==> config.mk <==
export PLATFORM = sky130hd
export DESIGN_NAME = cef_top
export DESIGN_NICKNAME = d
export VERILOG_FILES = /design/src/shared/cef_pkg.sv /design/src/cef_filter.sv /design/src/cef_err_monitor.sv /design/src/cef_top.sv
export SDC_FILE = /design/constraint.sdc
export NUM_CORES = 1
export LEC_CHECK = 0
export ABC_AREA = 1
export BUFFER_PORTS_ARGS = -buffer_cell sky130_fd_sc_hd__buf_2
export CORE_MARGIN = 2
export CORE_UTILIZATION = 28
export CTS_CLUSTER_DIAMETER = 80
export DETAILED_ROUTE_END_ITERATION = 8
export GPL_TIMING_DRIVEN = 0
export PLACE_DENSITY = 0.47
export REMOVE_ABC_BUFFERS = 1
export SKIP_CTS_REPAIR_TIMING = 1
export SYNTH_ARGS = -nofsm -noshare
export SYNTH_HDL_FRONTEND = slang
export SYNTH_SLANG_ARGS = --single-unit
==> constraint.sdc <==
create_clock -name sys_clk -period 10 [get_ports sys_clk]
set_input_delay 1.5 -clock sys_clk [delete_from_list [all_inputs] [get_ports sys_clk]]
set_output_delay 1.5 -clock sys_clk [all_outputs]
set_load 0.005 [all_outputs]
==> src/shared/cef_pkg.sv <==
// Package of constants and types for the CAN expander command filter front end
// Behaviour
// - With overflow notice enabled, a new message into a full buffer triggers an overflow message.
// - With error report enabled, send both counters when either exceeds 95, again above 127.
// - A configuration bit picks listen-only or normal operation after power-up; the code samples it only at its reset value 0 and always starts listen-only.
// - From power-up listen-only, go normal after one error-free received message.
// - With sleep-while-listening set, sleep is allowed while waiting in power-up listen-only.
// - Listen-only never drives an acknowledge; a lone partner keeps the device listening.
// - One mask shared by two filters; filter 0 feeds buffer 0, filter 1 buffer 1.
// - A mask bit at zero makes its filter bit irrelevant for acceptance.
// - Remote mode: RTR is direction; request has RTR set, answer is a data frame.
// - Data mode: identifier bit 3 is direction; answer clears it, same identifier otherwise.
// - Data mode answer clears bit 3; its DLC is the request DLC only if the request had RTR set, else zero.
// - Mask extended bits 2..0 always read and act as zero.
// - With data-frame requests selected, mask extended bit 3 is forced to zero.
// - With data-frame requests and standard frames, filter bit 3 is don't-care.
// - Filter extended-enable bit, when masked in, requires matching IDE bit.
// - Extended frames reserve the same low bits: three remote, four data.
// - Two receive buffers and three prioritised transmit identifier slots.
// - Command type is decoded from the three low arbitration bits.
// - Buffer 0 holds info requests answered by replies; buffer 1 holds input commands.
// - Command acknowledge or overflow notice, chosen by one bit, both on second identifier, no data.
// - A seventeen-count hysteresis re-arms the error report.
package cef_pkg;
    // Error counter thresholds and re-arm points
    localparam logic [7:0] ERR_WARN_LIMIT = 8'h5f;
    localparam logic [7:0] ERR_PASS_LIMIT = 8'h7f;
    localparam logic [7:0] ERR_HYST = 8'h11;
    localparam logic [7:0] ERR_WARN_REARM = 8'h4f;
    localparam logic [7:0] ERR_PASS_REARM = 8'h6f;
    // Identifier field positions
    localparam int DIR_BIT_POS = 3;
    localparam logic [28:0] MASK_LOW3_CLEAR = 29'h1ffffff8;
    localparam logic [28:0] MASK_LOW4_CLEAR = 29'h1ffffff0;
    localparam logic [28:0] STD_BIT3 = 29'h00000008;
    // Option register two layout
    localparam int OPT_ERR_REPORT_BIT = 0;
    localparam int OPT_PU_NORMAL_BIT = 1;
    localparam int OPT_LISTEN_SLEEP_BIT = 2;
    localparam int OPT_FRAME_TYPE_BIT = 3;
    localparam int OPT_ACK_SEL_BIT = 4;
    localparam logic [7:0] OPT_RESET = 8'h00;
    // Mask and filter register reset values
    localparam logic [7:0] MF_RESET = 8'h00;
    // Transmit request kinds on the second identifier
    typedef enum logic [1:0] {
        CEF_TX_NONE = 2'h0,
        CEF_TX_ACK = 2'h1,
        CEF_TX_OVF = 2'h2,
        CEF_TX_ERR = 2'h3
    } cef_tx_kind_t;
    typedef enum logic [1:0] {
        CEF_MODE_LISTEN = 2'h0,
        CEF_MODE_NORMAL = 2'h1,
        CEF_MODE_SLEEP = 2'h3
    } cef_mode_t;
endpackage

==> src/cef_filter.sv <==
// One acceptance filter evaluated against the shared mask
`timescale 1ns/1ns
module cef_filter
    import cef_pkg::*;
(
    // Frame identifier
    input wire logic [28:0] frame_id,
    input wire logic frame_ide,
    // Effective mask and filter
    input wire logic [28:0] mask_id,
    input wire logic mask_ide,
    input wire logic [28:0] filt_id,
    input wire logic extended_enable_bit,
    // Result
    output logic hit
);
    wire logic id_ok;
    wire logic ide_ok;
    assign id_ok = ((frame_id ^ filt_id) & mask_id) == 29'h00000000;
    assign ide_ok = !mask_ide || (frame_ide == extended_enable_bit);
    assign hit = id_ok && ide_ok;
endmodule

==> src/cef_err_monitor.sv <==
// Error counter threshold watcher with hysteresis re-arm
`timescale 1ns/1ns
module cef_err_monitor
    import cef_pkg::*;
(
    // Clock and reset
    input wire logic sys_clk,
    input wire logic rst,
    // Counters
    input wire logic [7:0] tec,
    input wire logic [7:0] rec,
    input wire logic enable,
    // Report request
    output logic fire
);
    logic warn_armed_reg;
    logic pass_armed_reg;
    wire logic [7:0] peak;
    wire logic warn_hit;
    wire logic pass_hit;
    assign peak = (tec > rec) ? tec : rec;
    assign warn_hit = enable && warn_armed_reg && (peak > ERR_WARN_LIMIT);
    assign pass_hit = enable && pass_armed_reg && (peak > ERR_PASS_LIMIT);
    assign fire = warn_hit || pass_hit;
    always_ff @(posedge sys_clk or posedge rst) begin
        if (rst) begin
            warn_armed_reg <= 1'b1;
            pass_armed_reg <= 1'b1;
        end else begin
            if (warn_hit) begin
                warn_armed_reg <= 1'b0;
            end else if (peak <= ERR_WARN_REARM) begin
                warn_armed_reg <= 1'b1;
            end
            if (pass_hit) begin
                pass_armed_reg <= 1'b0;
            end else if (peak <= ERR_PASS_REARM) begin
                pass_armed_reg <= 1'b1;
            end
        end
    end
endmodule

==> src/cef_top.sv <==
// CAN expander front end: filtering, buffers, mode and second-identifier events
`timescale 1ns/1ns
module cef_top
    import cef_pkg::*;
(
    // Clock and reset
    input wire logic sys_clk,
    input wire logic rst,
    // Configuration writes (register index 0..12, see note)
    input wire logic cfg_we,
    input wire logic [3:0] cfg_addr,
    input wire logic [7:0] cfg_wdata,
    output logic [7:0] cfg_rdata,
    // Received frame from protocol engine
    input wire logic rx_valid,
    input wire logic rx_error_free,
    input wire logic [28:0] rx_id,
    input wire logic rx_ide,
    input wire logic rx_rtr,
    input wire logic [3:0] rx_dlc,
    // Buffer service by the command processor
    input wire logic buf0_done,
    input wire logic buf1_done,
    output logic buf0_full,
    output logic buf1_full,
    output logic [2:0] buf0_cmd,
    output logic [2:0] buf1_cmd,
    // Reply frame header for info requests
    output logic reply_valid,
    output logic [28:0] reply_id,
    output logic reply_ide,
    output logic reply_rtr,
    output logic [3:0] reply_dlc,
    // Error counters
    input wire logic [7:0] tec,
    input wire logic [7:0] rec,
    // Second identifier transmit request
    output logic tx1_valid,
    output logic [1:0] tx1_kind,
    output logic [15:0] tx1_data,
    input wire logic tx1_taken,
    // Mode
    output logic listen_only,
    output logic ack_enable,
    output logic sleep_allowed
);
    localparam logic [3:0] A_OPT = 4'h0;
    localparam logic [3:0] A_MSK_SH = 4'h1;
    localparam logic [3:0] A_MSK_SL = 4'h2;
    localparam logic [3:0] A_MSK_EM = 4'h3;
    localparam logic [3:0] A_MSK_EL = 4'h4;
    localparam logic [3:0] A_F0 = 4'h5;
    localparam logic [3:0] A_F1 = 4'h9;
    localparam logic [3:0] A_STATUS = 4'hd;

    // ********************
    // Registers
    // ********************
    logic [7:0] option_register_two_reg;
    logic [7:0] mask_reg [0:3];
    logic [7:0] filt_reg [0:7];
    logic [28:0] id0_reg;
    logic [28:0] id1_reg;
    logic ide0_reg;
    logic rtr0_reg;
    logic [3:0] dlc0_reg;
    logic buf0_full_reg;
    logic buf1_full_reg;
    logic reply_valid_reg;
    logic [28:0] reply_id_reg;
    logic reply_ide_reg;
    logic [3:0] reply_dlc_reg;
    logic listen_only_reg;
    logic ack_enable_reg;
    logic sleep_allowed_reg;
    logic tx1_valid_reg;
    logic [1:0] tx1_kind_reg;
    logic [15:0] tx1_data_reg;
    logic pending_ack_reg;
    logic pending_ovf_reg;
    logic pending_err_reg;
    logic [7:0] cfg_rdata_reg;
    cef_mode_t mode_reg;
    cef_mode_t mode_next;
    cef_mode_t mode_load;

    function automatic logic [28:0] pack_id(input logic [7:0] sh, input logic [7:0] sl,
                                            input logic [7:0] em, input logic [7:0] el);
        pack_id = {sh, sl[7:5], sl[1:0], em, el};
    endfunction

    // ********************
    // Decode
    // ********************
    wire logic err_report_en = option_register_two_reg[OPT_ERR_REPORT_BIT];
    wire logic powerup_normal_select = option_register_two_reg[OPT_PU_NORMAL_BIT];
    wire logic listen_sleep_enable = option_register_two_reg[OPT_LISTEN_SLEEP_BIT];
    wire logic request_frame_type = option_register_two_reg[OPT_FRAME_TYPE_BIT];
    wire logic ack_vs_overflow_select = option_register_two_reg[OPT_ACK_SEL_BIT];
    wire logic [28:0] mask_raw = pack_id(mask_reg[0], mask_reg[1], mask_reg[2], mask_reg[3]);
    wire logic [28:0] mask_eff = mask_raw & (request_frame_type ? MASK_LOW4_CLEAR : MASK_LOW3_CLEAR);
    wire logic mask_ide = mask_reg[1][3];
    wire logic [28:0] f0_id = pack_id(filt_reg[0], filt_reg[1], filt_reg[2], filt_reg[3]);
    wire logic [28:0] f1_id = pack_id(filt_reg[4], filt_reg[5], filt_reg[6], filt_reg[7]);
    // Standard ids sit in the top 11 bits; command bits 2..0, and bit 3 in data mode, are ignored
    wire logic [28:0] std_dc = (request_frame_type && !rx_ide) ? (STD_BIT3 << 18) : 29'h00000000;
    wire logic [28:0] std_sel = rx_ide ? 29'h1fffffff : 29'h1fe00000;
    wire logic [28:0] mask_use = mask_eff & ~std_dc & std_sel;
    wire logic [28:0] rx_align = rx_ide ? rx_id : {rx_id[10:0], 18'h00000};
    wire logic hit0;
    wire logic hit1;
    wire logic dir_set = request_frame_type ? rx_id[DIR_BIT_POS] : rx_rtr;
    wire logic take0 = rx_valid && rx_error_free && hit0 && dir_set;
    wire logic take1 = rx_valid && rx_error_free && hit1 && !take0;
    wire logic ovf_event = (take0 && buf0_full_reg) || (take1 && buf1_full_reg);
    wire logic err_fire;
    wire logic mask_hit = (cfg_addr >= A_MSK_SH) && (cfg_addr <= A_MSK_EL);
    wire logic filt_hit = (cfg_addr >= A_F0) && (cfg_addr < A_STATUS);
    wire logic [1:0] msk_idx = 2'(cfg_addr - A_MSK_SH);
    wire logic [2:0] flt_idx = 3'(cfg_addr - A_F0);
    wire logic [7:0] mask_low_rd = (cfg_addr == A_MSK_EL) ?
                                   (mask_eff[7:0]) : mask_reg[msk_idx];
    wire logic [7:0] status_rd = {3'h0, tx1_valid_reg, buf1_full_reg, buf0_full_reg, mode_reg};
    wire logic [7:0] rd_mux = (cfg_addr == A_OPT) ? option_register_two_reg :
                              mask_hit ? mask_low_rd :
                              filt_hit ? filt_reg[flt_idx] :
                              (cfg_addr == A_STATUS) ? status_rd : 8'h00;

    cef_filter u_filt0 (
        .frame_id(rx_align), .frame_ide(rx_ide), .mask_id(mask_use), .mask_ide(mask_ide),
        .filt_id(f0_id), .extended_enable_bit(filt_reg[1][3]), .hit(hit0)
    );
    cef_filter u_filt1 (
        .frame_id(rx_align), .frame_ide(rx_ide), .mask_id(mask_use), .mask_ide(mask_ide),
        .filt_id(f1_id), .extended_enable_bit(filt_reg[5][3]), .hit(hit1)
    );
    cef_err_monitor u_err (
        .sys_clk(sys_clk), .rst(rst), .tec(tec), .rec(rec), .enable(err_report_en), .fire(err_fire)
    );

    // ********************
    // Operating mode
    // ********************
    always_comb begin
        mode_next = mode_reg;
        unique case (mode_reg)
            CEF_MODE_LISTEN: begin
                if (rx_valid && rx_error_free) begin
                    mode_next = CEF_MODE_NORMAL;
                end else if (listen_sleep_enable) begin
                    mode_next = CEF_MODE_SLEEP;
                end
            end
            CEF_MODE_SLEEP: begin
                if (rx_valid && rx_error_free) begin
                    mode_next = CEF_MODE_NORMAL;
                end else if (!listen_sleep_enable) begin
                    mode_next = CEF_MODE_LISTEN;
                end
            end
            CEF_MODE_NORMAL: mode_next = CEF_MODE_NORMAL;
            default: mode_next = CEF_MODE_LISTEN;
        endcase
    end

    logic pu_done_reg;
    assign mode_load = pu_done_reg ? mode_next :
                       (powerup_normal_select ? CEF_MODE_NORMAL : CEF_MODE_LISTEN);
    always_ff @(posedge sys_clk or posedge rst) begin
        if (rst) begin
            mode_reg <= CEF_MODE_LISTEN;
            pu_done_reg <= 1'b0;
            listen_only_reg <= 1'b1;
            ack_enable_reg <= 1'b0;
            sleep_allowed_reg <= 1'b0;
        end else begin
            pu_done_reg <= 1'b1;
            mode_reg <= mode_load;
            listen_only_reg <= (mode_load != CEF_MODE_NORMAL);
            ack_enable_reg <= (mode_load == CEF_MODE_NORMAL);
            sleep_allowed_reg <= (mode_load == CEF_MODE_SLEEP);
        end
    end

    // ********************
    // Configuration registers
    // ********************
    always_ff @(posedge sys_clk or posedge rst) begin
        if (rst) begin
            option_register_two_reg <= OPT_RESET;
            for (int i = 0; i < 4; i++) begin
                mask_reg[i] <= MF_RESET;
            end
            for (int i = 0; i < 8; i++) begin
                filt_reg[i] <= MF_RESET;
            end
            cfg_rdata_reg <= 8'h00;
        end else begin
            cfg_rdata_reg <= rd_mux;
            if (cfg_we && cfg_addr == A_OPT) begin
                option_register_two_reg <= cfg_wdata;
            end
            if (cfg_we && mask_hit) begin
                mask_reg[msk_idx] <= cfg_wdata;
            end
            if (cfg_we && filt_hit) begin
                filt_reg[flt_idx] <= cfg_wdata;
            end
        end
    end

    // ********************
    // Receive buffers and reply
    // ********************
    always_ff @(posedge sys_clk or posedge rst) begin
        if (rst) begin
            buf0_full_reg <= 1'b0;
            buf1_full_reg <= 1'b0;
            id0_reg <= 29'h00000000;
            id1_reg <= 29'h00000000;
            ide0_reg <= 1'b0;
            rtr0_reg <= 1'b0;
            dlc0_reg <= 4'h0;
            reply_valid_reg <= 1'b0;
            reply_id_reg <= 29'h00000000;
            reply_ide_reg <= 1'b0;
            reply_dlc_reg <= 4'h0;
        end else begin
            reply_valid_reg <= buf0_done && buf0_full_reg;
            if (buf0_done && buf0_full_reg) begin
                reply_id_reg <= request_frame_type ? (id0_reg & ~STD_BIT3) : id0_reg;
                reply_ide_reg <= ide0_reg;
                reply_dlc_reg <= rtr0_reg ? dlc0_reg : 4'h0;
            end
            if (take0 && !buf0_full_reg) begin
                buf0_full_reg <= 1'b1;
                id0_reg <= rx_id;
                ide0_reg <= rx_ide;
                rtr0_reg <= rx_rtr;
                dlc0_reg <= rx_dlc;
            end else if (buf0_done) begin
                buf0_full_reg <= 1'b0;
            end
            if (take1 && !buf1_full_reg) begin
                buf1_full_reg <= 1'b1;
                id1_reg <= rx_id;
            end else if (buf1_done) begin
                buf1_full_reg <= 1'b0;
            end
        end
    end

    // ********************
    // Second identifier events
    // ********************
    wire logic ack_event = buf1_done && buf1_full_reg && ack_vs_overflow_select;
    wire logic ovf_note = ovf_event && !ack_vs_overflow_select;
    wire logic launch = !tx1_valid_reg || tx1_taken;
    always_ff @(posedge sys_clk or posedge rst) begin
        if (rst) begin
            pending_ack_reg <= 1'b0;
            pending_ovf_reg <= 1'b0;
            pending_err_reg <= 1'b0;
            tx1_valid_reg <= 1'b0;
            tx1_kind_reg <= CEF_TX_NONE;
            tx1_data_reg <= 16'h0000;
        end else begin
            if (launch && pending_err_reg) begin
                tx1_valid_reg <= 1'b1;
                tx1_kind_reg <= CEF_TX_ERR;
                tx1_data_reg <= {tec, rec};
                pending_err_reg <= err_fire;
            end else begin
                pending_err_reg <= pending_err_reg | err_fire;
                if (launch && pending_ovf_reg) begin
                    tx1_valid_reg <= 1'b1;
                    tx1_kind_reg <= CEF_TX_OVF;
                    tx1_data_reg <= 16'h0000;
                end else if (launch && pending_ack_reg) begin
                    tx1_valid_reg <= 1'b1;
                    tx1_kind_reg <= CEF_TX_ACK;
                    tx1_data_reg <= 16'h0000;
                end else if (tx1_taken) begin
                    tx1_valid_reg <= 1'b0;
                end
            end
            pending_ovf_reg <= ovf_note || (pending_ovf_reg && !(launch && !pending_err_reg));
            pending_ack_reg <= ack_event ||
                               (pending_ack_reg && !(launch && !pending_err_reg && !pending_ovf_reg));
        end
    end

    // ********************
    // Outputs
    // ********************
    assign buf0_full = buf0_full_reg;
    assign buf1_full = buf1_full_reg;
    assign buf0_cmd = id0_reg[2:0];
    assign buf1_cmd = id1_reg[2:0];
    assign reply_valid = reply_valid_reg;
    assign reply_id = reply_id_reg;
    assign reply_ide = reply_ide_reg;
    assign reply_rtr = 1'b0;
    assign reply_dlc = reply_dlc_reg;
    assign tx1_valid = tx1_valid_reg;
    assign tx1_kind = tx1_kind_reg;
    assign tx1_data = tx1_data_reg;
    assign cfg_rdata = cfg_rdata_reg;
    assign listen_only = listen_only_reg;
    assign ack_enable = ack_enable_reg;
    assign sleep_allowed = sleep_allowed_reg;

    // ********************
    // Assertions
    // ********************
    AST_NO_ACK_LISTEN: assert property (@(posedge sys_clk) disable iff (rst)
        listen_only |-> !ack_enable) else $error("ack while listening");
    AST_OVF_PEND: assert property (@(posedge sys_clk) disable iff (rst)
        ovf_note |=> pending_ovf_reg || (tx1_kind_reg == CEF_TX_OVF)) else $error("overflow lost");
    AST_LISTEN_EXIT: assert property (@(posedge sys_clk) disable iff (rst)
        pu_done_reg && listen_only && rx_valid && rx_error_free |=> !listen_only) else $error("no promotion");
    AST_MASK_LOW: assert property (@(posedge sys_clk) disable iff (rst)
        mask_eff[2:0] == 3'h0) else $error("mask low bits set");
    AST_MASK_B3: assert property (@(posedge sys_clk) disable iff (rst)
        request_frame_type |-> !mask_eff[3]) else $error("mask bit 3 set");
    AST_REPLY_RTR: assert property (@(posedge sys_clk) disable iff (rst)
        reply_valid |-> !reply_rtr && !(request_frame_type && reply_id[3])) else $error("bad reply dir");
    AST_BUF_ROUTE: assert property (@(posedge sys_clk) disable iff (rst)
        take0 && !buf0_full_reg |=> buf0_full_reg) else $error("buffer 0 not filled");
    AST_ERR_DATA: assert property (@(posedge sys_clk) disable iff (rst)
        $rose(tx1_valid_reg) && tx1_kind_reg == CEF_TX_ERR |-> tx1_data_reg == {$past(tec), $past(rec)})
        else $error("error data wrong");
    COV_PROMOTE: cover property (@(posedge sys_clk) $fell(listen_only));
    COV_OVF: cover property (@(posedge sys_clk) tx1_valid && tx1_kind == CEF_TX_OVF);
    COV_ERR: cover property (@(posedge sys_clk) tx1_valid && tx1_kind == CEF_TX_ERR);
    COV_REPLY: cover property (@(posedge sys_clk) reply_valid);
endmodule

Word level (Yosys, flattened, before mapping):

Cells that the tools add are included.
Widths: inputs -> output; s select.

* register bits: 217
* input bits: 71

* mux-type cells: 51
* reduce and logical (&&, ||, !) cells: 62
* eq/ne operators: 9
* bitwise gates (word level): 11
* order comparisons: 13
* add/sub/neg operators: 2

Operator list (count)
* $and 29x29->29: 5
* $mux 8: 11
* $bwmux 64: 1
* $logic_not 29->1: 2
* $xor 29x29->29: 2
* $mux 16: 3
* $logic_and 1x1->1: 34
* $bwmux 32: 1
* $mux 29: 1
* $not 22->29: 1
* $bmux 8 s3: 1
* $demux 8 s3: 1
* $mux 22: 1
* $mux 21: 1
* $bmux 8 s2: 1
* $demux 8 s2: 1
* $gt 8x7->1 const B: 2
* $le 8x7->1 const B: 2
* $mux 2: 8
* $mux 1: 15
* $mux 4: 3
* $logic_not 1->1: 11
* $gt 8x8->1: 1
* $reduce_bool 2->1: 4
* 26 further kinds: 35

Depth between registers and ports, before layout:

Gate-level depths: netlist of the first run.

* depth after elaboration: 17
* depth in mapped cells: 16
* gate-level depth less buffers: 16

Hierarchy:

A second synthesis of the first run with hierarchy kept.

* cell total of the unflattened synthesis: 1598
* area, all modules: 11582.4 um^2

By module, submodules not included
* cef_top: area an instance 9804.4 um^2, cells an instance 1192, times used 1
* cef_filter: area an instance 653.1 um^2, cells an instance 168, times used 2
* cef_err_monitor: area an instance 471.7 um^2, cells an instance 70, times used 1

Least setup slack after synthesis of the first run:

OpenSTA, ideal clock, no wires.

* kind: input to register
* from: input cfg_addr[0]
* to: register filt_reg, in the netlist f1_id[4]
* stages: 10
* path slack: 6.474 ns
* arrival: 3.400 ns
* path through: inv_2 -> buf_1 -> ha_1 -> inv_1 -> nand3_1 -> nor2_1 -> inv_1 -> nor2_1 -> buf_4 -> o21ai_0

* cells in the longest elaborated chain, start to end: 7
* elaborated cells on any way between the ends: 12
* classes of those cells: add/sub: 1; order compare: 4; mux: 3; bitwise: 1; reduce/logical: 3

RTL lines
* from (decl): RTL line cef_top.sv:11 `input wire logic [3:0] cfg_addr,`
* $sub 3x3->3: RTL line cef_top.sv:120 `wire logic [2:0] flt_idx = 3'(cfg_addr - A_F0);`
* $not 3->4 (implied by the code): RTL line cef_top.sv:207 `filt_reg[flt_idx] <= cfg_wdata;`
* $ge 4x4->1 (implied by the code) / $lt 4x1->1 (equally long branches): RTL line cef_top.sv:207
* $logic_and 1x1->1 (implied by the code): RTL line cef_top.sv:207
* $mux 8 (implied by the code): RTL line cef_top.sv:207
* $demux 8 s3: RTL line cef_top.sv:207
* $bwmux 64: RTL line cef_top.sv:207
* to (signal, indexed assignment): RTL line cef_top.sv:207
* to (decl): RTL line cef_top.sv:61 `logic [7:0] filt_reg [0:7];`

Several ways; a longest one is shown, not always the timed one.
A chain may end at the register's enable or synchronous reset.

Final worst setup path of the first run:

* from: input cfg_addr[0]
* to: register filt_reg, in the netlist f1_id[3]

Same word-level chain as after synthesis.

==> results of run 1 <==
## cells in the final DEF (no fill, tap or decap), types with 4 or more instances in the layout
cell type,count
buf_2,143
clkbuf_8,7
o22ai_1,6
nand3_1,74
a22oi_1,7
a32o_1,8
inv_1,149
o21ai_1,19
nand2_1,456
ha_1,14
nor2_1,85
o21ai_0,181
o211ai_1,6
clkinv_2,9
nand4_1,4
nand2_2,7
clkbuf_16,27
dfrtp_1,214
o31ai_1,5
a21oi_1,53
## worst min-delay path by stage
| stage | startpoint | to | slack (ps) | depth (start not counted) |
|---|---|---|---|---|
| 6_report | u_err.warn_armed_reg | u_err.warn_armed_reg | 470 | 2 |
| 5_1_grt | id0_reg[16] | reply_id[16] | 490 | 2 |
| 4_1_cts | u_err.warn_armed_reg | u_err.warn_armed_reg | 470 | 2 |
| 3_5_place_dp | id0_reg[16] | reply_id[16] | 460 | 2 |
| 3_3_place_gp | id0_reg[16] | reply_id[16] | 450 | 2 |
| 2_1_floorplan | u_err.warn_armed_reg | u_err.warn_armed_reg | 440 | 2 |
## cell type report
class                           count  area, um2
Clock inverter                     13        143
Tap cell                          511        639
Antenna cell                        1       2.50
Multi-Input combinational cell    958       4420
Sequential cell                   217       5430
Fill cell                        4083      24900
Inverter                          155        592
Clock buffer                       35        776
Timing Repair Buffer              145        763
## kinds of logic (layout without fill, tap and decap cells)
group | count (synthesis) | count (layout) | share of synthesized area
buf+inv | 204 | 348 | 0.0826
compound gates | 296 | 296 | 0.150
xor+xnor | 2 | 2 | 0.00163
other cells | 2 | 3 | 0.000700
flops | 217 | 217 | 0.506
fa+ha+maj | 14 | 14 | 0.0163
simple gates | 644 | 644 | 0.243
## power groups by stage
stage	logic, mW	registers (mW)	clock network (mW)
final	0.787	1.38	1.00
after global routing	0.919	1.42	1.07
after CTS	0.800	1.38	1.04
after detailed placement	0.798	1.39	0
after global placement	0.784	1.38	0
after floorplan	0.473	1.36	0
## critical path, cell delays in order
cell	delay [ps]
buf_2	770
inv_2	590
ha_1	660
inv_1	310
nand3_1	280
nor2_1	470
inv_1	230
nor2_1	1000
o21ai_0	190
## stage by stage
| step | setup WS [ps] | utilization | setup TNS (ps) | hold slack (ps) | std cells |
|---|---|---|---|---|---|
| floorplan | 2570 | - | 0 | 442 | 1330 |
| global placement | -641 | 0.313 | -131340 | 454 | 1984 |
| detailed placement | 3900 | 0.315 | 0 | 456 | 1986 |
| CTS | 4460 | 0.339 | 0 | 469 | 2034 |
| global route | 4100 | 0.339 | 0 | 490 | 2035 |
| finish | 4310 | 0.339 | 0 | 467 | 2035 |
## routing by layer
| layer | wire length [um] | up-vias | track usage |
|---|---|---|---|
| met2 | 15900 | 264 | 0.285 |
| met4 | 1050 | 4 | 0.0554 |
| li1 | - | 4685 | - |
| met1 | 16400 | 4491 | 0.248 |
| met5 | 26 | - | 0 |
| met3 | 2050 | 65 | 0.0270 |
==> flow_summary.yaml, run 1 <==
outcome:
  status: "finished clean"
pwr:
  switchingPower_mw: 1.05
  pwr-share-seq: 0.434
  power.density_mw_per_mm2: 248
  p_sw_frac: 0.332
  p_total_mw: 3.17
  pwr-share-comb: 0.249
  pwr-share-clk: 0.317
  peakVddDrop_mv: 0.0975
  p_int_mw: 2.12
  power_leakage_nw: 6.59
cts:
  clk_path_buf_depth: 3
  cts_tree: "yes"
  clk_pin_slew_ps: 60
  insertion_delay_ps: 540
  root_buffer: "clkbuf_16"
  h-tree-depth: 1
  cts_made_buffers: 26
  clkSinkCount: 217
place:
  gp_congestion: 0.878
  dpl_cell_area_mm2: 0.0118
  io_buffer_count: 143
  hpwl_mm: 25.3
synthesis:
  synth_warnings: 0
  synthTopCellsByCount: "nand2_1 (457), dfrtp_1 (214), o21ai_0 (181)"
  mappedNetlistArea_mm2: 0.0107
  synthDistinctLibCells: 45
  synth.top_cell.area_share: 0.499
  async_reset_ff_frac: 1.00
  synth_seq_cells: 217
  ys.flop_type: "dfrtp_1"
  synth_area_leaders: "dfrtp_1 (50%), nand2_1 (16%), o21ai_0 (8.4%)"
  yosysSeqAreaShare: 0.506
  syn_avg_cell_area_um2: 7.78
  synth_edf_count: 0
  yosysTopAreaCell: "dfrtp_1"
  syn_inst: 1379
  synth_most_common_cell: "nand2_1"
route:
  drc: 0
  post_drt_wl_per_cell_um: 17.4
  final_antenna_net_count: 0
  vias: 9509
  drt_iter0_drc: 708
  wl_mm: 35.5
  avgViaCountPerCell: 4.67
  firstDrtPassIters: 5
timing:
  slew_viol_final: 0
  period_needed_ps: 5690
  rsz0062_at_grt: "no"
  fmax_mhz: 176
  finalSetupViolations: 0
  post-route-period-util: 0.569
  relSlewSlack: 0.0481
  fin_skew_ps: 17.3
  worst_pin_slew_ps: 1420
  hold_viol: 0
setup_path:
  cp_max_fo: 52
  critPathCapture: "f1_id[3]"
  crit_path_end_kind: "register"
  cp-startpoint: "cfg_addr[0]"
  critPathRequiredTime_ps: 10360
  rr_worst_depth: 11
  setup.worst_path.class: "input port to register"
  arrival_ps: 6050
  start_kind: "input port"
  timing.rr.start: "f0_id[12]"
  rrSetupSlack_ps: 7600
  reg2reg_to: "dlc0_reg[0]"
min_path:
  hp-class: "register to register"
floorplan:
  die_x_um: 200
  start_util: 0.285
  die_h_um: 200
  coreArea_mm2: 0.0377
  io_pins: 145
  dieArea_mm2: 0.0399
  rows: 71
final_layout:
  final_area_mm2: 0.0128
  drive_gt1_frac: 0.143
  syn_to_final_growth_pct: 19.0
  nets: 1588
global_routing:
  grt-ovfl-total: 0
  grt_max_degree: 118
  antenna_found_initial: 3
  grt_pass1_vias: 8979
  gr-usage-all-layers: 0.178
  grt_pass1_wl_mm: 53.7
job:
  max-cap-violations: 0
Note: power is estimated with default switching activity, not from simulation.
==> run 2: changes to the inputs <==
--- a/config.mk
+++ b/config.mk
@@ -5,14 +5,14 @@
 export SDC_FILE = /design/constraint.sdc
 export NUM_CORES = 1
 export LEC_CHECK = 0
-export ABC_AREA = 1
+export ABC_AREA = 0
 export BUFFER_PORTS_ARGS = -buffer_cell sky130_fd_sc_hd__buf_2
 export CORE_MARGIN = 2
 export CORE_UTILIZATION = 28
 export CTS_CLUSTER_DIAMETER = 80
 export DETAILED_ROUTE_END_ITERATION = 8
 export GPL_TIMING_DRIVEN = 0
-export PLACE_DENSITY = 0.47
+export PLACE_DENSITY = 0.48
 export REMOVE_ABC_BUFFERS = 1
 export SKIP_CTS_REPAIR_TIMING = 1
 export SYNTH_ARGS = -nofsm -noshare
==> constraint.sdc (replaced) <==
create_clock -name sys_clk -period 4.93 [get_ports sys_clk]
set_input_delay 0.7395 -clock sys_clk [delete_from_list [all_inputs] [get_ports sys_clk]]
set_output_delay 0.7395 -clock sys_clk [all_outputs]
set_load 0.005 [all_outputs]
==> flow_summary.yaml, run 2 <==
floorplan:
  rows: 70
  coreArea_mm2: 0.0368
  start_util: 0.286
  dieArea_mm2: 0.0391
  die_x_um: 198
  io_pins: 145
  die_h_um: 198
setup_path:
  rr_worst_depth: 8
  start_kind: "input port"
  arrival_ps: 5110
  crit_path_end_kind: "register"
  timing.rr.start: "f0_id[18]"
  rrSetupSlack_ps: 1620
  critPathRequiredTime_ps: 5360
  cp_max_fo: 30
  setup.worst_path.class: "input port to register"
  reg2reg_to: "id0_reg[15]"
global_routing:
  antenna_found_initial: 1
  grt_pass1_wl_mm: 46.1
  grt_max_degree: 111
  grt-ovfl-total: 0
  grt_pass1_vias: 7302
  gr-usage-all-layers: 0.156
cts:
  h-tree-depth: 1
  cts_made_buffers: 29
  clk_path_buf_depth: 3
  cts_tree: "yes"
  clkSinkCount: 217
  insertion_delay_ps: 550
  root_buffer: "clkbuf_16"
  clk_pin_slew_ps: 50
final_layout:
  nets: 1052
  layout_common_cells: "dfrtp_1 (214), buf_2 (143), mux2_2 (128), nand2_1 (63), mux2_1 (45)"
  drive_gt1_frac: 0.367
  n_fill_cell: 3735
  final_common_cell: "dfrtp_1"
  syn_to_final_growth_pct: 20.5
  final_area_mm2: 0.0127
timing:
  worst_pin_slew_ps: 1250
  post-route-period-util: 0.950
  period_needed_ps: 4680
  hold_slack_ps: 103
  rsz0062_at_grt: "no"
  finalSetupViolations: 0
  hold_viol: 0
  relSlewSlack: 0.169
  slew_viol_final: 0
  fmax_mhz: 214
  fin_skew_ps: 13.8
synthesis:
  synth.top_cell.area_share: 0.510
  syn_avg_cell_area_um2: 12.7
  mappedNetlistArea_mm2: 0.0105
  yosysSeqAreaShare: 0.517
  synth_warnings: 0
  synthTopCellsByCount: "dfrtp_1 (214), mux2_2 (128), nand2_1 (64)"
  synth_edf_count: 0
  syn_inst: 830
  synth_seq_cells: 217
  synth_area_leaders: "dfrtp_1 (51%), mux2_2 (14%), mux2_1 (4.8%)"
  async_reset_ff_frac: 1.00
  synthDistinctLibCells: 64
  ys.flop_type: "dfrtp_1"
  synth_most_common_cell: "dfrtp_1"
  yosysTopAreaCell: "dfrtp_1"
route:
  drc: 0
  post_drt_wl_per_cell_um: 20.7
  firstDrtPassIters: 5
  drt_iter0_drc: 394
  avgViaCountPerCell: 4.92
  wl_mm: 30.2
  final_antenna_net_count: 0
  vias: 7179
place:
  dpl_cell_area_mm2: 0.0117
  gp_congestion: 0.838
  io_buffer_count: 143
  hpwl_mm: 20.8
outcome:
  status: "finished clean"
min_path:
  hp-class: "input port to asynchronous set/reset pin"
pwr:
  peakVddDrop_mv: 0.261
  power_leakage_nw: 5.80
  power.density_mw_per_mm2: 525
job:
  max-cap-violations: 0
## run 2: cell count changes after synthesis, sizes merged, moves of 19 or more
cell,change
o21ai,-181
nand2,-399
xor2,+20
nand3,-68
nor2,-51
inv,-134
mux2,+176
a22o,+19
mux2i,+20
a21oi,-34
xnor2,+32
## run 2: per-layer routing
layer	share of wire	global-route usage
met2	0.46	0.248
met5	0.00043	0
met1	0.46	0.216
met3	0.057	0.0313
met4	0.027	0.0446
## run 2: stage by stage
| step | setup TNS [ps] | instances | power (mW) | setup WS (ps) | utilization |
|---|---|---|---|---|---|
| after floorplan | -372690 | 788 | 3.86 | -1740 | - |
| after global routing | 0 | 1457 | 7.06 | 19.9 | 0.344 |
| after CTS | -704 | 1457 | 6.74 | -93.7 | 0.344 |
| after detailed placement | -18070 | 1404 | 4.57 | -674 | 0.318 |
| after global placement | -1097520 | 1399 | 4.52 | -4870 | 0.314 |
| final | 0 | 1458 | 6.65 | 246 | 0.344 |
## run 2: logic make-up (layout without fill, tap and decap cells)
family,after synthesis,after routing,share of synthesized area
adder cells (fa/ha/maj),15,15,0.0176
flip-flops,217,217,0.517
AND/OR/NAND/NOR,150,150,0.0644
buffers and inverters,63,222,0.0326
other,2,3,0.000715
multiplexers,210,210,0.239
AO/OA/AOI/OAI,119,119,0.0818
XOR/XNOR,54,54,0.0464
## run 2: worst max-delay path, stage by stage
cell	delay [ps]
buf_2	640
clkinv_1	710
ha_1	570
xor2_2	990
nand2_1	170
nor2_1	850
mux2_2	420
## run 2: worst max-delay path by stage
stage / from / endpoint / slack (ps)
final: cfg_addr[0] / f0_id[25] / 250
after global routing: cfg_addr[0] / f0_id[21] / 20
after CTS: cfg_addr[0] / f1_id[25] / -90
after detailed placement: cfg_addr[0] / f1_id[24] / -670
after global placement: rst / reply_id[20] / -4870
after floorplan: rst / ack_enable / -1740
## run 2: area by class of cell
type | instances | area [um2] | share of cell area
diodes | 1 | 2.50 | 0.000198
clock buffers | 42 | 855 | 0.0675
clock inverters | 11 | 120 | 0.00948
inverters | 21 | 86.3 | 0.00681
multi-input cells | 550 | 4760 | 0.376
flip-flops and latches | 217 | 5430 | 0.429
well taps | 468 | 586 | 0.0462
repair buffers | 148 | 822 | 0.0649
## run 2: where the power goes
group          internal [mW]  switching [mW]
logic                  0.920           0.753
registers               2.42           0.437
clock network           1.30           0.825
total                   4.64            2.01
